## src/shared/dpbio_pkg.sv

```systemverilog
// constants, encodings and carrier types of the dual bidirectional io port block
`default_nettype none
package dpbio_pkg;
    // ----------------------------------------------------------------
    // widths
    // ----------------------------------------------------------------
    localparam int unsigned PORT_W     = 8;   // lines per port
    localparam int unsigned LINES_W    = 16;  // lines over both ports
    localparam int unsigned ADDR_W     = 4;   // register address width
    localparam int unsigned IRQ_W      = 3;   // sticky event bits

    // ----------------------------------------------------------------
    // register offsets
    // ----------------------------------------------------------------
    localparam logic [3:0] OFS_FIRST_DATA  = 4'h0; // first_port latch / read view
    localparam logic [3:0] OFS_FIRST_DIR   = 4'h1; // first_port_direction
    localparam logic [3:0] OFS_SECOND_DATA = 4'h2; // second_port latch / read view
    localparam logic [3:0] OFS_SECOND_DIR  = 4'h3; // second_port_direction
    localparam logic [3:0] OFS_BIT_CMD     = 4'h4; // bit set / clear / complement
    localparam logic [3:0] OFS_ACC         = 4'h5; // complement-to-accumulator result
    localparam logic [3:0] OFS_IRQ_STAT    = 4'h6; // sticky events, write one to clear
    localparam logic [3:0] OFS_IRQ_MASK    = 4'h7; // event enables
    localparam logic [3:0] OFS_WAKE_EN     = 4'h8; // wake option per first_port bit
    localparam logic [3:0] OFS_PULL_FIRST  = 4'h9; // pull-high option, first_port
    localparam logic [3:0] OFS_PULL_SECOND = 4'ha; // pull-high option, second_port
    localparam logic [3:0] OFS_TRIG        = 4'hb; // trigger modes of both ext irqs
    localparam logic [3:0] OFS_SENSOR      = 4'hc; // sensor line selection

    // ----------------------------------------------------------------
    // field positions
    // ----------------------------------------------------------------
    localparam int unsigned CMD_IDX_LSB    = 0;  // bit index, three bits
    localparam int unsigned CMD_PORT_BIT   = 3;  // 0 first_port, 1 second_port
    localparam int unsigned CMD_OP_LSB     = 4;  // operation, two bits
    localparam int unsigned TRIG0_LSB      = 0;  // ext irq zero mode
    localparam int unsigned TRIG1_LSB      = 2;  // ext irq one mode
    localparam int unsigned SENS_LOW_BIT   = 0;  // sensor_lines_low on bits 0..3
    localparam int unsigned SENS_HIGH_BIT  = 1;  // sensor_lines_high on bits 4..7
    localparam int unsigned IRQ_EXT0_BIT   = 0;  // ext irq zero event
    localparam int unsigned IRQ_EXT1_BIT   = 1;  // ext irq one event
    localparam int unsigned IRQ_WAKE_BIT   = 2;  // first_port wake event
    localparam int unsigned PIN_EXT0       = 0;  // ext_irq_zero_pin line
    localparam int unsigned PIN_EXT1       = 1;  // ext_irq_one_pin line
    localparam int unsigned PIN_TIMER      = 2;  // timer_input_pin line

    // ----------------------------------------------------------------
    // reset values
    // ----------------------------------------------------------------
    localparam logic [7:0] RST_DIR    = 8'hff; // every line an input
    localparam logic [7:0] RST_LATCH  = 8'h00;
    localparam logic [7:0] RST_OPTION = 8'h00; // no pull-high, no wake
    localparam logic [3:0] RST_TRIG   = 4'h0;  // both ext irqs disabled
    localparam logic [1:0] RST_SENSOR = 2'h0;  // all lines plain io
    localparam logic [2:0] RST_IRQ    = 3'h0;

    // ----------------------------------------------------------------
    // encodings and carriers
    // ----------------------------------------------------------------
    typedef enum logic [1:0] {
        TRIG_OFF  = 2'b00,
        TRIG_RISE = 2'b01,
        TRIG_FALL = 2'b10,
        TRIG_BOTH = 2'b11
    } dpbio_trig_e;

    typedef enum logic [1:0] {
        BITOP_SET  = 2'b00, // set one latch bit
        BITOP_CLR  = 2'b01, // clear one latch bit
        BITOP_CPL  = 2'b10, // complement port into latch
        BITOP_CPLA = 2'b11  // complement port into accumulator
    } dpbio_bitop_e;

    typedef struct packed {
        logic [3:0] addr;
        logic [7:0] wdata;
        logic       wr;
        logic       rd;
    } dpbio_bus_req_s;
endpackage
`default_nettype wire

```

## src/core/dpbio_top.sv

```systemverilog
// dual eight-bit bidirectional io port with options, shared pins and events
//
// Summary of operation
// - sixteen bidirectional lines in two eight-bit ports
// - input-line reads sample pad level, never latched
// - output latch holds until software rewrites it
// - per-line direction bit, one means input
// - read gives pad for inputs, latch for outputs
// - output lines driven push-pull high and low
// - reset makes every line an input
// - single latch bits settable and clearable alone
// - bit operations read port, modify, write back
// - first-port lines wake device, per-bit option
// - per-line pull-high option, else input floats
// - first-port bits 0-2 feed irqs and timer
// - sensor-selected nibbles drop data and direction bits
// - ext irq trigger: off, rise, fall, both
//
// The address map and the address-and-strobe port were chosen for this implementation.
`default_nettype none
module dpbio_top (
    input  wire logic                     clk,
    input  wire logic                     rst_n,
    input  wire dpbio_pkg::dpbio_bus_req_s bus_req,
    output logic [7:0]                    rdata_ff,
    input  wire logic [15:0]              pad_in,
    output logic [15:0]                   pad_out_ff,
    output logic [15:0]                   pad_oe_ff,
    output logic [15:0]                   pull_en_ff,
    output logic                          timer_input_pin_ff,
    output logic                          sensor_lines_low_ff,
    output logic                          sensor_lines_high_ff,
    output logic                          wake_ff,
    output logic                          irq_ff
);
    import dpbio_pkg::*;

    // ----------------------------------------------------------------
    // helper functions
    // ----------------------------------------------------------------
    // implemented first_port bits for a sensor selection
    function automatic logic [7:0] impl_of(input logic [1:0] sens);
        impl_of = {{4{~sens[SENS_HIGH_BIT]}}, {4{~sens[SENS_LOW_BIT]}}};
    endfunction

    // pad for input bits, latch for output bits
    function automatic logic [7:0] view_of(input logic [7:0] latch,
                                           input logic [7:0] dir,
                                           input logic [7:0] pad);
        view_of = (dir & pad) | (~dir & latch);
    endfunction

    // trigger detection for one ext irq line
    function automatic logic trig_hit(input logic [1:0] mode,
                                      input logic       cur,
                                      input logic       prev);
        case (dpbio_trig_e'(mode))
            TRIG_RISE: trig_hit = cur & ~prev;
            TRIG_FALL: trig_hit = ~cur & prev;
            TRIG_BOTH: trig_hit = cur ^ prev;
            default:   trig_hit = 1'b0;
        endcase
    endfunction

    // ----------------------------------------------------------------
    // reset release and pad synchronisers
    // ----------------------------------------------------------------
    logic        rst_meta_ff;  // first reset stage
    logic        rst_int_n;    // released reset copy
    logic [15:0] pad_meta_ff;  // first pad stage
    logic [15:0] pad_sync_ff;  // pad level seen by logic

    // reset released through two flip-flops
    always_ff @(posedge clk or negedge rst_n) begin
        if (!rst_n) begin
            rst_meta_ff <= 1'b0;
            rst_int_n   <= 1'b0;
        end else begin
            rst_meta_ff <= 1'b1;
            rst_int_n   <= rst_meta_ff;
        end
    end

    // pads cross in through two flip-flops
    always_ff @(posedge clk or negedge rst_int_n) begin
        if (!rst_int_n) begin
            pad_meta_ff <= 16'h0000;
            pad_sync_ff <= 16'h0000;
        end else begin
            pad_meta_ff <= pad_in;
            pad_sync_ff <= pad_meta_ff;
        end
    end

    // ----------------------------------------------------------------
    // configuration and port registers
    // ----------------------------------------------------------------
    logic [7:0] latch_a_ff;  // first_port output latch
    logic [7:0] latch_b_ff;  // second_port output latch
    logic [7:0] dir_a_ff;    // first_port_direction
    logic [7:0] dir_b_ff;    // second_port_direction
    logic [7:0] pull_a_ff;   // pull-high option, first_port
    logic [7:0] pull_b_ff;   // pull-high option, second_port
    logic [7:0] wake_en_ff;  // wake option, first_port
    logic [3:0] trig_ff;     // ext irq modes
    logic [1:0] sensor_ff;   // sensor nibble selection
    logic [7:0] acc_ff;      // complement-to-accumulator result
    logic [7:0] impl_a;      // implemented first_port bits
    logic [7:0] pad_a;       // first_port pad level
    logic [7:0] pad_b;       // second_port pad level
    logic [7:0] view_a;      // first_port read view
    logic [7:0] view_b;      // second_port read view
    logic       wr_data_a;   // write to first_port latch
    logic       wr_data_b;   // write to second_port latch
    logic       wr_cmd;      // bit operation request
    logic       cmd_port;    // bit operation targets second_port
    logic [2:0] cmd_idx;     // bit operation index
    dpbio_bitop_e cmd_op;    // bit operation kind
    logic [7:0] rmw_src;     // port read for the operation
    logic [7:0] rmw_res;     // modified byte

    assign impl_a    = impl_of(sensor_ff);
    assign pad_a     = pad_sync_ff[7:0];
    assign pad_b     = pad_sync_ff[15:8];
    // unlatched reads of pad, unimplemented bits forced to zero
    assign view_a    = view_of(latch_a_ff, dir_a_ff, pad_a) & impl_a;
    assign view_b    = view_of(latch_b_ff, dir_b_ff, pad_b);
    assign wr_data_a = bus_req.wr && (bus_req.addr == OFS_FIRST_DATA);
    assign wr_data_b = bus_req.wr && (bus_req.addr == OFS_SECOND_DATA);
    assign wr_cmd    = bus_req.wr && (bus_req.addr == OFS_BIT_CMD);
    assign cmd_port  = bus_req.wdata[CMD_PORT_BIT];
    assign cmd_idx   = bus_req.wdata[CMD_IDX_LSB +: 3];
    assign cmd_op    = dpbio_bitop_e'(bus_req.wdata[CMD_OP_LSB +: 2]);

    // read-modify-write of a whole port for the bit operations
    always_comb begin
        rmw_src = cmd_port ? view_b : view_a;
        rmw_res = rmw_src;
        case (cmd_op)
            BITOP_SET:  rmw_res = rmw_src | (8'h01 << cmd_idx);
            BITOP_CLR:  rmw_res = rmw_src & ~(8'h01 << cmd_idx);
            BITOP_CPL:  rmw_res = ~rmw_src;
            BITOP_CPLA: rmw_res = ~rmw_src;
            default:    rmw_res = rmw_src;
        endcase
    end

    // output latches change only on a data write or a bit operation
    always_ff @(posedge clk or negedge rst_int_n) begin
        if (!rst_int_n) begin
            latch_a_ff <= RST_LATCH;
            latch_b_ff <= RST_LATCH;
        end else if (wr_data_a) begin
            // sensor-owned bits keep their value, writes ignored
            latch_a_ff <= (bus_req.wdata & impl_a) | (latch_a_ff & ~impl_a);
        end else if (wr_data_b) begin
            latch_b_ff <= bus_req.wdata;
        end else if (wr_cmd && (cmd_op != BITOP_CPLA)) begin
            // result written back to the selected latch
            if (cmd_port) begin
                latch_b_ff <= rmw_res;
            end else begin
                latch_a_ff <= (rmw_res & impl_a) | (latch_a_ff & ~impl_a);
            end
        end
    end

    // accumulator result of complement-to-accumulator
    always_ff @(posedge clk or negedge rst_int_n) begin
        if (!rst_int_n) begin
            acc_ff <= RST_LATCH;
        end else if (wr_cmd && (cmd_op == BITOP_CPLA)) begin
            acc_ff <= rmw_res;
        end
    end

    // direction bits, one selects input, changeable any time
    always_ff @(posedge clk or negedge rst_int_n) begin
        if (!rst_int_n) begin
            dir_a_ff <= RST_DIR;
            dir_b_ff <= RST_DIR;
        end else if (bus_req.wr && (bus_req.addr == OFS_FIRST_DIR)) begin
            dir_a_ff <= (bus_req.wdata & impl_a) | (dir_a_ff & ~impl_a);
        end else if (bus_req.wr && (bus_req.addr == OFS_SECOND_DIR)) begin
            dir_b_ff <= bus_req.wdata;
        end
    end

    // option registers: pull-high, wake, triggers, sensor selection
    always_ff @(posedge clk or negedge rst_int_n) begin
        if (!rst_int_n) begin
            pull_a_ff  <= RST_OPTION;
            pull_b_ff  <= RST_OPTION;
            wake_en_ff <= RST_OPTION;
            trig_ff    <= RST_TRIG;
            sensor_ff  <= RST_SENSOR;
        end else if (bus_req.wr) begin
            case (bus_req.addr)
                OFS_PULL_FIRST:  pull_a_ff  <= bus_req.wdata;
                OFS_PULL_SECOND: pull_b_ff  <= bus_req.wdata;
                OFS_WAKE_EN:     wake_en_ff <= bus_req.wdata;
                OFS_TRIG:        trig_ff    <= bus_req.wdata[3:0];
                OFS_SENSOR:      sensor_ff  <= bus_req.wdata[1:0];
                default:         ;
            endcase
        end
    end

    // ----------------------------------------------------------------
    // shared pin functions and events
    // ----------------------------------------------------------------
    logic [1:0]     ext_prev_ff;  // previous ext irq pin levels
    logic [7:0]     wake_prev_ff; // previous first_port pad levels
    logic [IRQ_W-1:0] irq_stat_ff; // sticky events
    logic [IRQ_W-1:0] irq_mask_ff; // event enables
    logic [IRQ_W-1:0] irq_set;     // events this cycle
    logic [IRQ_W-1:0] irq_clr;     // write-one-to-clear bits
    logic [7:0]     wake_lines;    // lines able to wake

    assign wake_lines = wake_en_ff & dir_a_ff & impl_a;
    assign irq_set[IRQ_EXT0_BIT] = impl_a[PIN_EXT0] &&
        trig_hit(trig_ff[TRIG0_LSB +: 2], pad_a[PIN_EXT0], ext_prev_ff[0]);
    assign irq_set[IRQ_EXT1_BIT] = impl_a[PIN_EXT1] &&
        trig_hit(trig_ff[TRIG1_LSB +: 2], pad_a[PIN_EXT1], ext_prev_ff[1]);
    assign irq_set[IRQ_WAKE_BIT] = |((pad_a ^ wake_prev_ff) & wake_lines);
    assign irq_clr = (bus_req.wr && (bus_req.addr == OFS_IRQ_STAT)) ?
                     bus_req.wdata[IRQ_W-1:0] : RST_IRQ;

    // history for edge and change detection on synchronised pads
    always_ff @(posedge clk or negedge rst_int_n) begin
        if (!rst_int_n) begin
            ext_prev_ff  <= 2'h0;
            wake_prev_ff <= RST_OPTION;
        end else begin
            ext_prev_ff  <= {pad_a[PIN_EXT1], pad_a[PIN_EXT0]};
            wake_prev_ff <= pad_a;
        end
    end

    // sticky status, a new event wins over a clear
    always_ff @(posedge clk or negedge rst_int_n) begin
        if (!rst_int_n) begin
            irq_stat_ff <= RST_IRQ;
        end else begin
            irq_stat_ff <= (irq_stat_ff & ~irq_clr) | irq_set;
        end
    end

    // interrupt mask
    always_ff @(posedge clk or negedge rst_int_n) begin
        if (!rst_int_n) begin
            irq_mask_ff <= RST_IRQ;
        end else if (bus_req.wr && (bus_req.addr == OFS_IRQ_MASK)) begin
            irq_mask_ff <= bus_req.wdata[IRQ_W-1:0];
        end
    end

    // ----------------------------------------------------------------
    // registered outputs
    // ----------------------------------------------------------------
    // pad drivers: push-pull where direction is zero and bit implemented
    always_ff @(posedge clk or negedge rst_int_n) begin
        if (!rst_int_n) begin
            pad_out_ff <= 16'h0000;
            pad_oe_ff  <= 16'h0000;
            pull_en_ff <= 16'h0000;
        end else begin
            pad_out_ff <= {latch_b_ff, latch_a_ff & impl_a};
            pad_oe_ff  <= {~dir_b_ff, ~dir_a_ff & impl_a};
            pull_en_ff <= {pull_b_ff, pull_a_ff & impl_a};
        end
    end

    // shared functions, wake and interrupt lines
    always_ff @(posedge clk or negedge rst_int_n) begin
        if (!rst_int_n) begin
            timer_input_pin_ff   <= 1'b0;
            sensor_lines_low_ff  <= 1'b0;
            sensor_lines_high_ff <= 1'b0;
            wake_ff              <= 1'b0;
            irq_ff               <= 1'b0;
        end else begin
            timer_input_pin_ff   <= pad_a[PIN_TIMER] & impl_a[PIN_TIMER];
            sensor_lines_low_ff  <= sensor_ff[SENS_LOW_BIT];
            sensor_lines_high_ff <= sensor_ff[SENS_HIGH_BIT];
            wake_ff              <= irq_stat_ff[IRQ_WAKE_BIT];
            irq_ff               <= |(irq_stat_ff & irq_mask_ff);
        end
    end

    // read data stand one cycle after the strobe, zero otherwise
    always_ff @(posedge clk or negedge rst_int_n) begin
        if (!rst_int_n) begin
            rdata_ff <= 8'h00;
        end else if (bus_req.rd) begin
            case (bus_req.addr)
                OFS_FIRST_DATA:  rdata_ff <= view_a;
                OFS_FIRST_DIR:   rdata_ff <= dir_a_ff & impl_a;
                OFS_SECOND_DATA: rdata_ff <= view_b;
                OFS_SECOND_DIR:  rdata_ff <= dir_b_ff;
                OFS_ACC:         rdata_ff <= acc_ff;
                OFS_IRQ_STAT:    rdata_ff <= {5'h00, irq_stat_ff};
                OFS_IRQ_MASK:    rdata_ff <= {5'h00, irq_mask_ff};
                OFS_WAKE_EN:     rdata_ff <= wake_en_ff;
                OFS_PULL_FIRST:  rdata_ff <= pull_a_ff;
                OFS_PULL_SECOND: rdata_ff <= pull_b_ff;
                OFS_TRIG:        rdata_ff <= {4'h0, trig_ff};
                OFS_SENSOR:      rdata_ff <= {6'h00, sensor_ff};
                default:         rdata_ff <= 8'h00;
            endcase
        end else begin
            rdata_ff <= 8'h00;
        end
    end
endmodule
`default_nettype wire

```

## config.mk

```make
export PLATFORM = sky130hd
export DESIGN_NAME = dpbio_top
export DESIGN_NICKNAME = d
export VERILOG_FILES = /design/src/shared/dpbio_pkg.sv /design/src/core/dpbio_top.sv
export SDC_FILE = /design/constraint.sdc
export NUM_CORES = 1
export LEC_CHECK = 0
export ABC_AREA = 0
export ABC_CLOCK_PERIOD_IN_PS = 5070
export BUFFER_PORTS_ARGS = -buffer_cell sky130_fd_sc_hd__clkbuf_2
export CAP_MARGIN = 20
export CORE_ASPECT_RATIO = 0.75
export CORE_MARGIN = 4
export CORE_UTILIZATION = 30
export DETAILED_ROUTE_END_ITERATION = 10
export SLEW_MARGIN = 30
export SYNTH_ARGS = -nofsm -noshare
export SYNTH_HDL_FRONTEND = slang
export SYNTH_SLANG_ARGS = --single-unit
```

## constraint.sdc

```tcl
create_clock -name clk -period 5.07 [get_ports clk]
set_input_delay 1.014 -clock clk [delete_from_list [all_inputs] [get_ports clk]]
set_output_delay 1.014 -clock clk [all_outputs]
set_load 0.05 [all_outputs]
```

=== After elaboration in Yosys (flattened, before gate mapping) ===
Index checks and enable logic that the tools add are counted.
W data, S select, Z words.

* Equal/unequal tests: 24
* Add/subtract/negate cells: 0
* Shift operators: 1
* Multipliers: 0
* Reductions and logical operators: 27
* Div/mod/pow operators: 0
* Mux-type cells: 14
* Bitwise gates (word level): 48
* Order comparisons: 0

{| class="wikitable"
|+ Operators by type and width
! cell !! number
|-
| $and A8 B8 Y8 || 17
|-
| $pmux W8 S12 || 1
|-
| $mux W8 || 9
|-
| $or A8 B8 Y8 || 6
|-
| $not A8 Y8 || 5
|-
| $pmux W8 S3 || 1
|-
| $eq A4 B4 Y1 const B || 5
|-
| $eq A4 B3 Y1 const B || 4
|-
| $eq A2 B2 Y1 const B || 6
|-
| $reduce_and A2 Y1 || 6
|-
| $logic_and A1 B1 Y1 || 11
|-
| $eq A4 B2 Y1 const B || 2
|-
| $not A1 Y1 || 8
|-
| $reduce_or A8 Y1 || 1
|-
| $shl A1 B3 Y8 const A || 1
|-
| $xor A8 B8 Y8 || 1
|-
| $and A3 B3 Y3 || 2
|-
| $eq A2 B1 Y1 const B || 3
|-
| $pmux W1 S3 || 2
|-
| $reduce_and A3 Y1 || 2
|-
| $reduce_bool A2 Y1 || 3
|-
| $and A1 B1 Y1 || 5
|-
| $eq A4 B1 Y1 const B || 1
|-
| $logic_not A4 Y1 || 1
|-
| 9 further kinds || 11
|}

* Memories: 0
* Output and inout port bits: 61
* Flip-flop bits (word level): 181
* Latch bits: 0
* Input port bits: 32
* Logic and storage cells: 141
* RAM bits: 0
* Memory bits (read-only): 0

=== Logic depth before layout (Yosys ltp) ===
Gate-level depths: netlist of the first run.

* Word-level depth: 13
* Depth in mapped cells: 7
* Mapped depth without buffers: 6

=== Worst setup path after synthesis of the first run ===
Ideal clock, no wire load.

* Path type: input to register
* Start: input bus_req[11] (netlist name)
* End: register with a tool-made name
* Required time: 4.988 ns
* Data arrival time: 2.208 ns
* Setup time: 0.082 ns
* Setup slack: 2.779 ns
* Path buffers: 2
* Cell stages on the path: 5
* Path through: buf_6 > nor4_1 > and3_1 > buf_2 > mux2_2

{| class="wikitable"
|+ RTL lines
! item !! RTL line !! text
|-
| start, declared || dpbio_top.sv:24 || <nowiki>input wire dpbio_pkg::dpbio_bus_req_s bus_req,</nowiki>
|}

=== Final worst setup path of the first run ===
* Start: input bus_req[10] (netlist name)
* End: register latch_a_ff[6]

* Cells in the longest elaborated chain, start to end: 5
* Elaborated cells on any way between the ends: 12
* Classes of those cells: eq/ne: 4; mux: 1; reduce/logical: 7

{| class="wikitable"
|+ RTL lines
! item !! RTL line !! text
|-
| $eq A4 B3 Y1 || dpbio_top.sv:130 || <nowiki>assign wr_cmd = bus_req.wr && (bus_req.addr == OFS_BIT_CMD);</nowiki>
|-
| $logic_and A1 B1 Y1 || dpbio_top.sv:130 ||
|-
| $logic_and A1 B1 Y1 || dpbio_top.sv:158 || <nowiki>end else if (wr_cmd && (cmd_op != BITOP_CPLA)) begin</nowiki>
|-
| $reduce_bool A2 Y1 (no line) || -- ||
|-
| $reduce_and A3 Y1 (no line) || -- ||
|-
| end signal, assigned || dpbio_top.sv:155 || <nowiki>latch_a_ff <= (bus_req.wdata & impl_a) | (latch_a_ff & ~impl_a);</nowiki>
|-
| end signal, assigned || dpbio_top.sv:163 || <nowiki>latch_a_ff <= (rmw_res & impl_a) | (latch_a_ff & ~impl_a);</nowiki>
|-
| end, declared || dpbio_top.sv:98 || <nowiki>logic [7:0] latch_a_ff;</nowiki>
|}

Parallel ways exist; a longest one is shown, timed or not.
A chain may end at the register's enable or synchronous reset.

==> flow_summary.toml, run 1 <==
[power_and_ir_drop]
seq_power_share = 0.429
p_sw_mw = 1.63
power_density_nw_per_um2 = 504
swShare = 0.356
max-vdd-ir-drop_mv = 0.250
power_frac_clock = 0.316
combPwrFrac = 0.255
total_power_mw = 4.59
p_int_mw = 2.96
power_leakage_nw = 3.92

[die]
die_w_um = 193
start_util = 0.307
fp.dieH_um = 147
ioPinCount = 93
die-area_um2 = 28400
rows = 50
core_um2 = 25100

[drt]
ant_nets = 0
drc = 0
wl_mm = 22.0
drt_iter0_drc = 405
drt_pass1_iterations = 5
vias = 5488
wire_per_inst_um = 20.6
vias_per_cell = 5.16

[synth]
syn_inst = 637
syn_area_um2 = 7720
synth_largest_area_cell = "dfrtp_1"
synth-edff-count = 0
synth_top_area_share = 0.529
synth_ff_type = "dfrtp_1"
synthTopCellsByArea = "dfrtp_1 (53%), mux2_2 (8.0%), dfstp_2 (5.4%)"
async_flop_share = 1.00
syn_nets = 673
yosysWarnings = 0
yosys.cell_types.count = 76
yosysSeqAreaShare = 0.583
synth-seq-cells = 179
synth.avg_cell_area_um2 = 12.1

[timing]
fin_worst_skew_ns = 0.0107
hold_ws_ns = 0.264
setup_ws_ns = 2.32
rsz0062_at_grt = "no"
finalSetupTns_ns = 0
slew_headroom = 0.396
period_share = 0.543
finalSetupViolCount = 0
hold_viol_final = 0
fin_crit_ns = 2.75
worst_pin_slew_ns = 0.906
finalMaxSlewViolations = 0
fmax_mhz = 364

[critical_path]
cp.required_ns = 5.40
worstPathCellList = "clkbuf_2, nor2_4, o2111ai_1, or2_2, a22o_1"
reg2reg_slack_ns = 2.85
worstPathArrival_ns = 3.08
worst_path_largest_cell_delay_ns = 0.50
worst_path_max_delay_cell = "clkbuf_2"
crit_family = "simple AND/OR/NAND/NOR gates"
crit_type = "in2reg"
critPathMaxFanout = 40
critPathBufInv = 1
startpoint_type = "input port"
endpoint_kind = "flop"

[cells_and_area]
layout_commonest_cell = "dfrtp_1"
finalNonFillerCells = 1064
fin_nets = 747
area_growth_syn_to_layout_pct = 18.0
drive_gt1_frac = 0.301
fin_util = 0.362
fin_area_um2 = 9100
final_cell_mix = "dfrtp_1 (162), clkbuf_2 (92), mux2_2 (55)"

[clock_tree]
htree_levels = 4
clock_path_buffers = 2
post_cts.repair.setup_buffers = 0
path_clk_slew_ns = 0.07
clk_latency_ns = 0.44
cts_tree = "done"
cts_inserted_buffers = 17
clkSinkCount = 179
hold_buffers = 0
cts_root_buffer = "clkbuf_16"
cts_resized = 0

[global_routing]
antenna_found_initial = 1
grt_max_degree = 103
grt_pass1_vias = 5333
grt_overflow = 0
grt_pass1_wl_mm = 33.9
grt.total_usage = 0.156

[placement]
placed_area_um2 = 8450
gp_congestion = 0.887
dpl_worst_slack_ns = 1.91
post-place-cells = 1030
hpwl_mm = 15.5
port_buffers = 92

[worst_hold_path]
hold_path_class = "reg2async"

[run_status]
status = "completed"

[job]
maxCapViolCount = 0
-- cell families (layout without fill, tap and decap cells) --
family | after synthesis | in the layout | share of synthesized area
other | 1 | 3 | 0.000486
and+or+nand+nor | 166 | 166 | 0.134
buffers and inverters | 69 | 156 | 0.0412
DFF | 179 | 179 | 0.583
adders and majority gates | 4 | 4 | 0.00649
muxes | 72 | 72 | 0.102
AOI/OAI and AO/OA | 139 | 139 | 0.124
xor gates and xnor gates | 7 | 7 | 0.00794
-- state kept, by name, indices dropped and copies added (netlist names), 2 cells and up, named ones only --
signal / flops
trig_ff: 4
pull_en_ff: 16
pad_meta_ff: 16
sensor_ff: 2
latch_a_ff: 8
pull_a_ff: 8
acc_ff: 8
wake_prev_ff: 8
latch_b_ff: 8
pull_b_ff: 8
dir_b_ff: 8
rdata_ff: 8
pad_sync_ff: 16
irq_stat_ff: 3
pad_out_ff: 16
wake_en_ff: 8
pad_oe_ff: 16
irq_mask_ff: 3
-- final timing paths --
kind	start	to	cells past startpoint
max	bus_req[10]	latch_a_ff[6]$_DFFE_PN0P_	5
min reg2reg	rst_int_n$_DFF_PN0_	pad_oe_ff[6]$_DFF_PN0_	0
min in group clk	pad_meta_ff[15]$_DFF_PN0_	pad_sync_ff[15]$_DFF_PN0_	0
min	rst_int_n$_DFF_PN0_	pad_oe_ff[6]$_DFF_PN0_	0
max reg2reg	sensor_ff[0]$_DFFE_PN0P_	flop	4
max in group asynchronous	rst_int_n$_DFF_PN0_	dir_b_ff[3]$_DFFE_PN1P_	1
-- power groups by stage --
stage | Sequential [mW] | Clock, mW | Combinational [mW]
after floorplan | 2.32 | 0 | 0.447
after global placement | 2.00 | 0 | 1.15
after detailed placement | 1.99 | 0 | 1.16
after CTS | 1.97 | 1.48 | 1.17
after global routing | 2.00 | 1.54 | 1.24
final | 1.97 | 1.45 | 1.17
-- cell type report --
cell class	count	area, um2
Timing Repair Buffer	96	523
Sequential cell	179	4500
Clock buffer	21	470
Clock inverter	11	174
Fill cell	2510	16000
Inverter	28	105
Antenna cell	2	5.00
Multi-Input combinational cell	389	2900
Tap cell	338	423
-- synthesized netlist by cell type, drive strengths merged (4+ instances only) --
master   count
dfrtp      163
mux2        55
o21ai       31
nor2        30
inv         28
nand2       24
nor2b       22
buf         21
clkbuf      20
a21oi       19
nand3b      18
mux2i       17
dfstp       16
nand3       15
o211ai      12
a2bb2oi      9
nand2b       9
o22ai        9
a31oi        8
a22oi        6
o221ai       6
xor2         6
a221oi       5
nor3b        5
or2          5
or3          5
and2         4
ha           4
nor3         4
o21a         4
-- metal layers --
layer | up-vias | GRT usage | wire [um]
met5 | - | 0 | 0
met4 | 0 | 0.0340 | 165
met3 | 12 | 0.0491 | 1680
met2 | 192 | 0.199 | 8610
met1 | 2829 | 0.253 | 11500
li1 | 2455 | - | -
Power figures use the tool's default switching activity.
==> run 2, diff against run 1 <==
--- a/config.mk
+++ b/config.mk
@@ -6,7 +6,7 @@
 export NUM_CORES = 1
 export LEC_CHECK = 0
 export ABC_AREA = 0
-export ABC_CLOCK_PERIOD_IN_PS = 5070
+export ABC_CLOCK_PERIOD_IN_PS = 2400
 export BUFFER_PORTS_ARGS = -buffer_cell sky130_fd_sc_hd__clkbuf_2
 export CAP_MARGIN = 20
 export CORE_ASPECT_RATIO = 0.75
==> constraint.sdc (replaced) <==
create_clock -name clk -period 2.4 [get_ports clk]
set_input_delay 0.48 -clock clk [delete_from_list [all_inputs] [get_ports clk]]
set_output_delay 0.48 -clock clk [all_outputs]
set_load 0.05 [all_outputs]
==> run 2 against run 1 <==
Net effect: non-clock buffer count increased by 37; core utilization is 0.94 points higher; wire length grew 2.7%; cell count grew 3.3%; sequential share of layout area fell by 1.3 points; combinational power grew 120%; clock power rose by 94%; hold slack lost 0.12 ns; sequential power is 110% higher; via count up 3.0%; power increased by 110%; die area unchanged; largest power group unchanged; highest routed layer unchanged.
==> flow_summary.toml, run 2 (synthesized netlist as in run 1, its figures left out) <==
[drt]
wl_mm = 22.5
ant_nets = 0
vias = 5654
drt_pass1_iterations = 5
drt_iter0_drc = 506
drc = 0
vias_per_cell = 5.14
wire_per_inst_um = 20.5

[worst_hold_path]
hold_path_depth = 1
hold_path_class = "in2reg"
min_from = "pad_in[5]"
worstHoldEndpoint = "pad_meta_ff[5]$_DFF_PN0_"

[cells_and_area]
fillCellCount = 2430
regArea_um2 = 4500
drive_gt1_frac = 0.334
fin_util = 0.371
final_cell_mix = "dfrtp_1 (162), clkbuf_2 (92), mux2_2 (55)"
antenna_cells = 0
area_growth_syn_to_layout_pct = 21.0
fin_area_um2 = 9340
multi_input_area_um2 = 2900
layout_commonest_cell = "dfrtp_1"
fin_nets = 784

[critical_path]
worstPathArrival_ns = 2.23
cp.required_ns = 2.72
startpoint_type = "flop"
crit_type = "reg2reg"
endpoint_kind = "flop"
rr_worst_depth = 4
regToRegStartpoint = "dir_b_ff[6]$_DFFE_PN1P_"
critPathMaxFanout = 4
rr_endpoint = "latch_b_ff[6]$_DFFE_PN0P_"
reg2reg_slack_ns = 0.49

[die]
die-area_um2 = 28400
rows = 50
start_util = 0.307
fp.dieH_um = 147
ioPinCount = 93
die_w_um = 193
core_um2 = 25100

[placement]
gp_congestion = 0.912
dpl_worst_slack_ns = 0.314
hpwl_mm = 16.8
placed_area_um2 = 8730
port_buffers = 92

[power_and_ir_drop]
power_frac_clock = 0.297
max-vdd-ir-drop_mv = 0.611
seq_power_share = 0.438
p_int_mw = 6.08
power_density_nw_per_um2 = 1020
combPwrFrac = 0.266
p_sw_mw = 3.44
power_leakage_nw = 4.08
swShare = 0.361

[clock_tree]
cts_tree = "done"
htree_levels = 4
path_clk_slew_ns = 0.07
clkSinkCount = 179
cts_root_buffer = "clkbuf_16"
cts_inserted_buffers = 17
clk_latency_ns = 0.44
clock_path_buffers = 2
cts_resized = 0

[timing]
worst_pin_slew_ns = 0.737
setup_ws_ns = 0.493
hold_viol_final = 0
fin_worst_skew_ns = 0.0113
slew_headroom = 0.505
fmax_mhz = 524
rsz0062_at_grt = "no"
finalMaxSlewViolations = 0
fin_crit_ns = 1.91
period_share = 0.795
finalSetupViolCount = 0
finalSetupTns_ns = 0

[global_routing]
antenna_found_initial = 0
grt_max_degree = 61
grt_pass1_vias = 5597
grt.total_usage = 0.162
grt_overflow = 0
grt_pass1_wl_mm = 35.1

[job]
maxCapViolCount = 0

[run_status]
status = "completed"
## run 2: cell count changes in the layout (fill, tap and decap cells not counted), sizes merged
cell         previous run  this run
buf                     4        40
dlygate4sd3             0         1
clkbuf                113       112
clkinv                  2         3
bufinv                  4         2
diode                   2         0
inv                    31        33
## run 2: worst max-delay path by stage
stage / slack (ns) / start / depth (start not counted) / end
6_report: 0.49 / dir_b_ff[6]$_DFFE_PN1P_ / 4 / latch_b_ff[6]$_DFFE_PN0P_
4_1_cts: 0.51 / dir_b_ff[6]$_DFFE_PN1P_ / 4 / latch_a_ff[6]$_DFFE_PN0P_
5_1_grt: 0.42 / flop / 4 / latch_b_ff[7]$_DFFE_PN0P_
2_1_floorplan: 0.57 / rst_int_n$_DFF_PN0_ / 0 / acc_ff[0]$_DFFE_PN0P_
3_3_place_gp: 0.28 / bus_req[13] / 6 / latch_a_ff[4]$_DFFE_PN0P_
3_5_place_dp: 0.31 / bus_req[13] / 6 / latch_a_ff[4]$_DFFE_PN0P_
## run 2: power by group through the flow
stage	clock network (mW)	registers [mW]	logic (mW)
floorplan	0	4.90	0.945
CTS	2.90	4.17	2.54
finish	2.82	4.17	2.53
detailed placement	0	4.22	2.52
global route	3.02	4.25	2.72
global placement	0	4.22	2.51
## run 2: metrics by stage
stage | hold WS [ns] | total power [mW] | instances
2_1_floorplan | 0.184 | 5.84 | 637
3_3_place_gp | 0.268 | 6.73 | 1066
3_5_place_dp | 0.270 | 6.74 | 1066
4_1_cts | 0.123 | 9.61 | 1099
5_1_grt | 0.124 | 9.99 | 1099
6_report | 0.142 | 9.52 | 1099
## run 2: cell type report
type | instances | share of cell area
multi-input combinational | 389 | 0.311
sequential | 179 | 0.482
clock inverter | 12 | 0.0154
timing repair buffer | 133 | 0.0865
inverter | 28 | 0.0113
clock buffer | 20 | 0.0489
tap | 338 | 0.0453
## run 2: worst max-delay path: stages, from the launching register on
cell and delay (ns):
dfstp_2 0.59, mux2_2 0.39, a222oi_1 0.48, o211ai_1 0.14, a22o_1 0.20
## run 2: routing by layer
| metal | GRT usage | up-vias | share of wire |
|---|---|---|---|
| met5 | 0 | - | 0 |
| met4 | 0.0375 | 0 | 0.011 |
| met3 | 0.0589 | 19 | 0.096 |
| met2 | 0.207 | 260 | 0.39 |
| met1 | 0.255 | 2846 | 0.51 |
| li1 | - | 2529 | - |
## run 2: what timing repair did
action / 4_1_cts / 5_1_grt
hold buffers: 1 / 0
buffers inserted: 0 / 0
hold endpoints to repair: 2 / 0
